`src/hdl/timer_two_defs.svh`:
```
// Offsets, field positions and reset values of the reload timer control
// Assumes inclusion by bare name from the design files
`ifndef TIMER_TWO_DEFS_SVH
`define TIMER_TWO_DEFS_SVH

`define TT_CTRL_ADDR    8'hc8
`define TT_RLL_ADDR     8'hca
`define TT_RLH_ADDR     8'hcb
`define TT_CNTL_ADDR    8'hcc
`define TT_CNTH_ADDR    8'hcd

`define TT_BIT_HOF      7
`define TT_BIT_LOF      6
`define TT_BIT_LIE      5
`define TT_BIT_CEN      4
`define TT_BIT_SPLIT    3
`define TT_BIT_RUN      2
`define TT_BIT_XSEL_HI  1
`define TT_BIT_XSEL_LO  0

`define TT_CTRL_RESET   8'h00
`define TT_BYTE_RESET   8'h00
`define TT_WORD_RESET   16'h0000
`define TT_BYTE_MAX     8'hff
`define TT_WORD_MAX     16'hffff
`define TT_WORD_ONE     16'h0001
`define TT_BYTE_ONE     8'h01

`endif

```
`src/hdl/timer_two_pkg.sv`:
```
// Types shared by the reload timer control files
// Assumes nothing of its surroundings
package timer_two_pkg;

    typedef logic [7:0] sfr_byte_t;
    typedef logic [15:0] count_word_t;

    typedef enum logic {
        MODE_WIDE  = 1'b0,
        MODE_SPLIT = 1'b1
    } timer_mode_t;

endpackage

```
`src/hdl/capture_trigger.sv`:
```
// Capture trigger selection and edge detection
// Assumes oscillator tick and comparator level are synchronous to ref_clk_i
`timescale 1ns/1ps
`default_nettype none

module capture_trigger
    import timer_two_pkg::*;
(
    // Clock and reset
    input  wire logic ref_clk_i,
    input  wire logic rst_i,
    // Trigger sources
    input  wire logic rtc_div8_tick_i,
    input  wire logic comparator_i,
    input  wire logic trig_sel_cmp_i,
    // Event
    output var  logic capture_evt_o
);

    logic cmp_d_r;
    logic cmp_d_nxt;
    logic evt_r;
    logic evt_nxt;

    // -----------------------------------------------------------------
    // Trigger select
    // -----------------------------------------------------------------
    always_comb begin
        cmp_d_nxt = comparator_i;
        if (trig_sel_cmp_i) begin
            evt_nxt = comparator_i && !cmp_d_r;
        end else begin
            evt_nxt = rtc_div8_tick_i;
        end
    end

    always_ff @(posedge ref_clk_i) begin
        if (rst_i) begin
            cmp_d_r <= 1'b0;
            evt_r   <= 1'b0;
        end else begin
            cmp_d_r <= cmp_d_nxt;
            evt_r   <= evt_nxt;
        end
    end

    assign capture_evt_o = evt_r;
endmodule

`default_nettype wire

```
`src/hdl/timer_two_ctrl.sv`:
```
// Control, status, counter and reload logic of the 16-bit reload timer
// Assumes clock-source ticks are selected outside and are synchronous
//
// Operation
// - Upper byte rolling from 0xFF to 0x00 sets the high overflow flag.
// - In combined mode a 0xFFFF to 0x0000 wrap sets the high flag.
// - Enabled timer interrupt plus set high flag raises the request.
// - Flags are cleared only by software writing zero.
// - Every lower byte rollover sets the low flag in either mode.
// - Low-byte enable plus timer enable requests on lower overflow.
// - Capture enable bit one selects capture mode, zero disables it.
// - Control register at 0xC8, bit addressable, resets to zero.
// - Split bit one gives two 8-bit timers, zero one 16-bit timer.
// - Run bit gates counting; in split mode only the upper byte.
// - Upper select bit chooses oscillator (0) or comparator (1) capture trigger.
// - Capture copies live count to reload registers, sets high flag.
`timescale 1ns/1ps
`default_nettype none
`include "timer_two_defs.svh"

module timer_two_ctrl
    import timer_two_pkg::*;
#(
    parameter int BYTE_W = 8
)(
    // Clock and reset
    input  wire logic        ref_clk_i,
    input  wire logic        rst_i,
    // Special function register bus
    input  wire logic [7:0]  sfr_addr_i,
    input  wire logic        sfr_wr_i,
    input  wire logic [7:0]  sfr_wdata_i,
    input  wire logic        sfr_bit_wr_i,
    input  wire logic [2:0]  sfr_bit_sel_i,
    input  wire logic        sfr_bit_val_i,
    input  wire logic        sfr_rd_i,
    output var  logic [7:0]  sfr_rdata_o,
    // Count ticks and interrupt enable
    input  wire logic        tick_low_i,
    input  wire logic        tick_high_i,
    input  wire logic        timer_irq_en_i,
    // Capture sources
    input  wire logic        rtc_div8_tick_i,
    input  wire logic        comparator_i,
    // Status and control outputs
    output var  logic        irq_o,
    output var  logic [1:0]  ext_clk_sel_o,
    output var  logic [15:0] count_o
);

    if (BYTE_W != 8) begin : bad_width_check
        $error("timer_two_ctrl serves only an 8-bit register bus");
    end

    sfr_byte_t   ctrl_r;
    sfr_byte_t   ctrl_nxt;
    sfr_byte_t   ctrl_wr;
    count_word_t cnt_r;
    count_word_t cnt_nxt;
    count_word_t rl_r;
    count_word_t rl_nxt;
    sfr_byte_t   rdata_r;
    sfr_byte_t   rdata_nxt;
    logic        irq_r;
    logic        irq_nxt;
    logic        hof_set;
    logic        lof_set;
    logic        cap_evt;
    logic        ctrl_hit;
    logic        ctrl_bit_hit;
    timer_mode_t mode;
    logic        run;
    logic        cen;

    assign mode         = timer_mode_t'(ctrl_r[`TT_BIT_SPLIT]);
    assign run          = ctrl_r[`TT_BIT_RUN];
    assign cen          = ctrl_r[`TT_BIT_CEN];
    assign ctrl_hit     = sfr_wr_i && (sfr_addr_i == `TT_CTRL_ADDR);
    assign ctrl_bit_hit = sfr_bit_wr_i && (sfr_addr_i == `TT_CTRL_ADDR);

    // -----------------------------------------------------------------
    // Capture trigger
    // -----------------------------------------------------------------
    capture_trigger u_trig (
        .ref_clk_i       (ref_clk_i),
        .rst_i           (rst_i),
        .rtc_div8_tick_i (rtc_div8_tick_i),
        .comparator_i    (comparator_i),
        .trig_sel_cmp_i  (ctrl_r[`TT_BIT_XSEL_HI]),
        .capture_evt_o   (cap_evt)
    );

    // -----------------------------------------------------------------
    // Counter, reload and flags
    // -----------------------------------------------------------------
    always_comb begin
        cnt_nxt = cnt_r;
        rl_nxt  = rl_r;
        hof_set = 1'b0;
        lof_set = 1'b0;
        unique case (mode)
            MODE_WIDE: begin
                if (run && tick_low_i) begin
                    if (cnt_r == `TT_WORD_MAX) begin
                        hof_set = 1'b1;
                        lof_set = 1'b1;
                        cnt_nxt = cen ? `TT_WORD_RESET : rl_r;
                    end else begin
                        cnt_nxt = cnt_r + `TT_WORD_ONE;
                        lof_set = (cnt_r[7:0] == `TT_BYTE_MAX);
                    end
                end
            end
            MODE_SPLIT: begin
                if (tick_low_i) begin
                    if (cnt_r[7:0] == `TT_BYTE_MAX) begin
                        lof_set      = 1'b1;
                        cnt_nxt[7:0] = rl_r[7:0];
                    end else begin
                        cnt_nxt[7:0] = cnt_r[7:0] + `TT_BYTE_ONE;
                    end
                end
                if (run && tick_high_i) begin
                    if (cnt_r[15:8] == `TT_BYTE_MAX) begin
                        hof_set       = 1'b1;
                        cnt_nxt[15:8] = rl_r[15:8];
                    end else begin
                        cnt_nxt[15:8] = cnt_r[15:8] + `TT_BYTE_ONE;
                    end
                end
            end
        endcase
        if (cen && cap_evt) begin
            rl_nxt  = cnt_r;
            hof_set = 1'b1;
        end
        if (sfr_wr_i) begin
            unique case (sfr_addr_i)
                `TT_RLL_ADDR:  rl_nxt[7:0]   = sfr_wdata_i;
                `TT_RLH_ADDR:  rl_nxt[15:8]  = sfr_wdata_i;
                `TT_CNTL_ADDR: cnt_nxt[7:0]  = sfr_wdata_i;
                `TT_CNTH_ADDR: cnt_nxt[15:8] = sfr_wdata_i;
                default: begin
                end
            endcase
        end
    end

    // -----------------------------------------------------------------
    // Control register and interrupt request
    // -----------------------------------------------------------------
    always_comb begin
        ctrl_wr = ctrl_r;
        if (ctrl_hit) begin
            ctrl_wr = sfr_wdata_i;
        end else if (ctrl_bit_hit) begin
            ctrl_wr[sfr_bit_sel_i] = sfr_bit_val_i;
        end
        ctrl_nxt = ctrl_wr;
        ctrl_nxt[`TT_BIT_HOF] = ctrl_wr[`TT_BIT_HOF] || hof_set;
        ctrl_nxt[`TT_BIT_LOF] = ctrl_wr[`TT_BIT_LOF] || lof_set;
        irq_nxt = timer_irq_en_i && (ctrl_r[`TT_BIT_HOF]
            || (ctrl_r[`TT_BIT_LOF] && ctrl_r[`TT_BIT_LIE]));
    end

    // -----------------------------------------------------------------
    // Read data
    // -----------------------------------------------------------------
    always_comb begin
        rdata_nxt = rdata_r;
        if (sfr_rd_i) begin
            unique case (sfr_addr_i)
                `TT_CTRL_ADDR: rdata_nxt = ctrl_r;
                `TT_RLL_ADDR:  rdata_nxt = rl_r[7:0];
                `TT_RLH_ADDR:  rdata_nxt = rl_r[15:8];
                `TT_CNTL_ADDR: rdata_nxt = cnt_r[7:0];
                `TT_CNTH_ADDR: rdata_nxt = cnt_r[15:8];
                default:       rdata_nxt = `TT_BYTE_RESET;
            endcase
        end
    end

    always_ff @(posedge ref_clk_i) begin
        if (rst_i) begin
            ctrl_r  <= `TT_CTRL_RESET;
            cnt_r   <= `TT_WORD_RESET;
            rl_r    <= `TT_WORD_RESET;
            rdata_r <= `TT_BYTE_RESET;
            irq_r   <= 1'b0;
        end else begin
            ctrl_r  <= ctrl_nxt;
            cnt_r   <= cnt_nxt;
            rl_r    <= rl_nxt;
            rdata_r <= rdata_nxt;
            irq_r   <= irq_nxt;
        end
    end

    assign sfr_rdata_o   = rdata_r;
    assign irq_o         = irq_r;
    assign ext_clk_sel_o = ctrl_r[`TT_BIT_XSEL_HI:`TT_BIT_XSEL_LO];
    assign count_o       = cnt_r;

    logic no_wr;
    assign no_wr = !sfr_wr_i && !sfr_bit_wr_i;
endmodule

`default_nettype wire

```
`config.mk`:
```
export PLATFORM = sky130hd
export DESIGN_NAME = timer_two_ctrl
export DESIGN_NICKNAME = d
export VERILOG_FILES = /design/src/hdl/timer_two_pkg.sv /design/src/hdl/capture_trigger.sv /design/src/hdl/timer_two_ctrl.sv
export VERILOG_INCLUDE_DIRS = /design/src /design/src/hdl
export SDC_FILE = /design/constraint.sdc
export NUM_CORES = 1
export LEC_CHECK = 0
export BUFFER_PORTS_ARGS = -buffer_cell sky130_fd_sc_hd__buf_2
export CAP_MARGIN = 20
export CELL_PAD_IN_SITES_DETAIL_PLACEMENT = 2
export CELL_PAD_IN_SITES_GLOBAL_PLACEMENT = 2
export CORE_ASPECT_RATIO = 1.2
export CORE_UTILIZATION = 34
export CTS_BUF_LIST = sky130_fd_sc_hd__clkbuf_8
export DETAILED_ROUTE_END_ITERATION = 6
export PLACE_DENSITY_LB_ADDON = 0.1
export SLEW_MARGIN = 20
export SYNTH_ARGS = -nofsm -noshare
export SYNTH_HDL_FRONTEND = slang
export SYNTH_HIERARCHICAL = 1
export SYNTH_SLANG_ARGS = --single-unit
```
`constraint.sdc`:
```
create_clock -name ref_clk_i -period 3.1 [get_ports ref_clk_i]
set_input_delay 0.155 -clock ref_clk_i [delete_from_list [all_inputs] [get_ports ref_clk_i]]
set_output_delay 0.155 -clock ref_clk_i [all_outputs]
set_load 0.05 [all_outputs]
```
==> out/qor.csv <==
metric;value;unit
status;finished clean;
slew_headroom;0.457;
rows;41;
synth_cell_type_count;68;
grt_max_degree;45;
critPathKind;reg -> reg;
grt.met2_usage;0.504;
crit_fanout;11;
wl_per_cell;24.6;µm
grt_remaining_overflow;0;
rsz0062_at_grt;false;
cts_max_level;2;
layout.nets;559;
setup_violations;0;
crit_chain;ha_1, nand4_2, nor4_1, a21oi_1, o21ai_0, a31oi_1;
antenna_found_initial;0;
end_kind;flip-flop;
ctsResizeCount;0;
viasPerCell;6.40;
cpPeakStageDelay;0.74;ns
synth.yosys.seq_area_share;0.278;
cts_setup_buffers;0;
syn_area;3680;µm²
grt_use_met1;0.376;
vias;4208;
worst-path-buf-inv;0;
drtIter0Drc;191;
wirelength;16200;µm
ys_ff_latch;51;
dieArea;11200;µm²
dieWidth;96.9;µm
cts_root_buffer;clkbuf_8;
numCtsBuffers;5;
critPathTopFamily;simple AND/OR/NAND/NOR gates;
critical_path_arrival;2.90;ns
reg2reg_slack;0.40;ns
num_io_pins;57;
tightest_slew;0.813;ns
core_area;10500;µm²
clk_pin_slew_worst_paths;0.12;ns
drv_slew;0;
hold_buffers;0;
dp_hpwl;11800;µm
min_period_over_period;0.870;
cts_sinks;51;
diodes;0;
max_cap_violations;0;
ys_warn_count;6;
clock.fmax;371;MHz
grt_pass1_vias;4352;
cts_tree;built;
syn_area_per_cell;7.46;µm²
grtUsageMet3;0.0410;
ir_drop;0.000233;V
synth-edff-count;0;
hold_viol;0;
syn_nets;525;
final_layout_size_suffix_gt1_frac;0.188;
dieHeight;116;µm
crit_required;3.30;ns
skew;0.00971;ns
gp_congestion;0.902;
fin_crit;2.70;ns
track_usage;0.295;
drt-pass1-iter-count;4;
cp_slowest_cell;nor4_1;
grt_pass1_wl;25400;µm
portBuffers;56;
synthCells;493;
final.setup.tns;0;ns
leakage;1.54;nW
ant_nets;0;
critPathLaunchType;flip-flop;
clk_latency;0.33;ns
syn_to_final_growth;13.3;%
power_density;326;nW/µm²
ys_async_sr_fraction;0;
drc;0;
start_util;0.350;
power.total;1.36;mW
cts_buffer_depth;2;
busiest_layer;met2;
hold_class;in -> reg;
synth-main-ff-cell;dfxtp_1;
## final timing paths
path             startpoint        endpoint  cells after the start
max reg2reg      count_o[9]      count_o[5]                      6
max              count_o[9]      count_o[5]                      6
min reg2reg  sfr_rdata_o[3]  sfr_rdata_o[3]                      2
min            comparator_i  u_trig/cmp_d_r                      2
## placed cells by master (no fill, tap or decap), types with 5 or more instances in the layout
| cell | n |
|---|---|
| o21ai_0 | 24 |
| a2bb2oi_1 | 9 |
| a21oi_1 | 29 |
| buf_2 | 56 |
| a211oi_1 | 25 |
| nor3_1 | 12 |
| inv_1 | 11 |
| nand2_1 | 39 |
| clkbuf_8 | 5 |
| nand4_1 | 12 |
| nor2_1 | 58 |
| nor2b_1 | 8 |
| a22oi_1 | 5 |
| a221oi_1 | 8 |
| dfxtp_1 | 51 |
| o211ai_1 | 5 |
| a21o_1 | 6 |
| mux2i_1 | 19 |
| nand3_1 | 24 |
| buf_4 | 20 |
| a31oi_1 | 12 |
| a311oi_1 | 11 |
| and3_1 | 6 |
## synthesized netlist by cell type, types with 6 or more instances
cell       count  share of area
nor2_1        58          0.059
dfxtp_1       51           0.28
nand2_1       39          0.040
clkbuf_1      37          0.038
a21oi_1       29          0.039
a211oi_1      25          0.051
nand3_1       24          0.033
o21ai_0       24          0.033
mux2i_1       19          0.052
a31oi_1       12          0.020
nand4_1       12          0.020
nor3_1        12          0.016
a311oi_1      11          0.026
inv_1         11          0.011
a2bb2oi_1      9          0.021
a221oi_1       8          0.019
nor2b_1        8          0.014
buf_2          7         0.0095
a21o_1         6          0.012
and3_1         6          0.010
## area by class of cell
cell class | instances | area, µm²
Fill cell | 1248 | 6350
Inverter | 11 | 41.3
Multi-Input combinational cell | 382 | 2420
Sequential cell | 51 | 1020
Timing Repair Buffer | 76 | 430
Clock inverter | 3 | 27.5
Clock buffer | 5 | 68.8
Tap cell | 129 | 161
## per-stage QoR
stage                util  hold slack [ns]  instance area (µm²)  std cells  setup WS, ns
CTS                 0.396           0.0479                 4170        657         0.459
global placement    0.387            0.386                 4070        649         0.707
detailed placement  0.387            0.394                 4070        649         0.538
global route        0.396           0.0532                 4170        657         0.281
floorplan               -            0.217                 3680        493         0.525
finish              0.396           0.0574                 4170        657         0.405
## per-layer routing
metal / routed length, µm / up-vias / part of all wire
met2: 7900 / 120 / 0.49
met1: 7140 / 2105 / 0.44
met3: 596 / 39 / 0.037
met5: 0 / - / 0
li1: - / 1944 / -
met4: 552 / 0 / 0.034
## where the power goes
group / total, mW / switching, mW / internal (mW) / leakage [nW]
logic: 0.215 / 0.150 / 0.0655 / 1.08
registers: 0.695 / 0.0256 / 0.670 / 0.413
clock network: 0.448 / 0.281 / 0.167 / 0.0463
total: 1.36 / 0.456 / 0.902 / 1.54
## registers in the layout, indices dropped and copies added (netlist names)
| signal | count |
|---|---|
| count_o | 16 |
| u_trig/capture_evt_o | 1 |
| rl_r | 16 |
| sfr_rdata_o | 8 |
| irq_o | 1 |
| ctrl_r | 8 |
| u_trig/cmp_d_r | 1 |
## cell families after synthesis
| logic type | after synthesis | synth area share |
|---|---|---|
| multiplexers | 21 | 0.0579 |
| buffers and inverters | 60 | 0.0667 |
| AO/OA/AOI/OAI | 163 | 0.313 |
| adder cells (fa/ha/maj) | 2 | 0.00681 |
| XOR/XNOR | 2 | 0.00477 |
| AND/OR/NAND/NOR | 194 | 0.273 |
| flip-flops | 51 | 0.278 |
No activity file was read; power rests on OpenSTA's default activity.
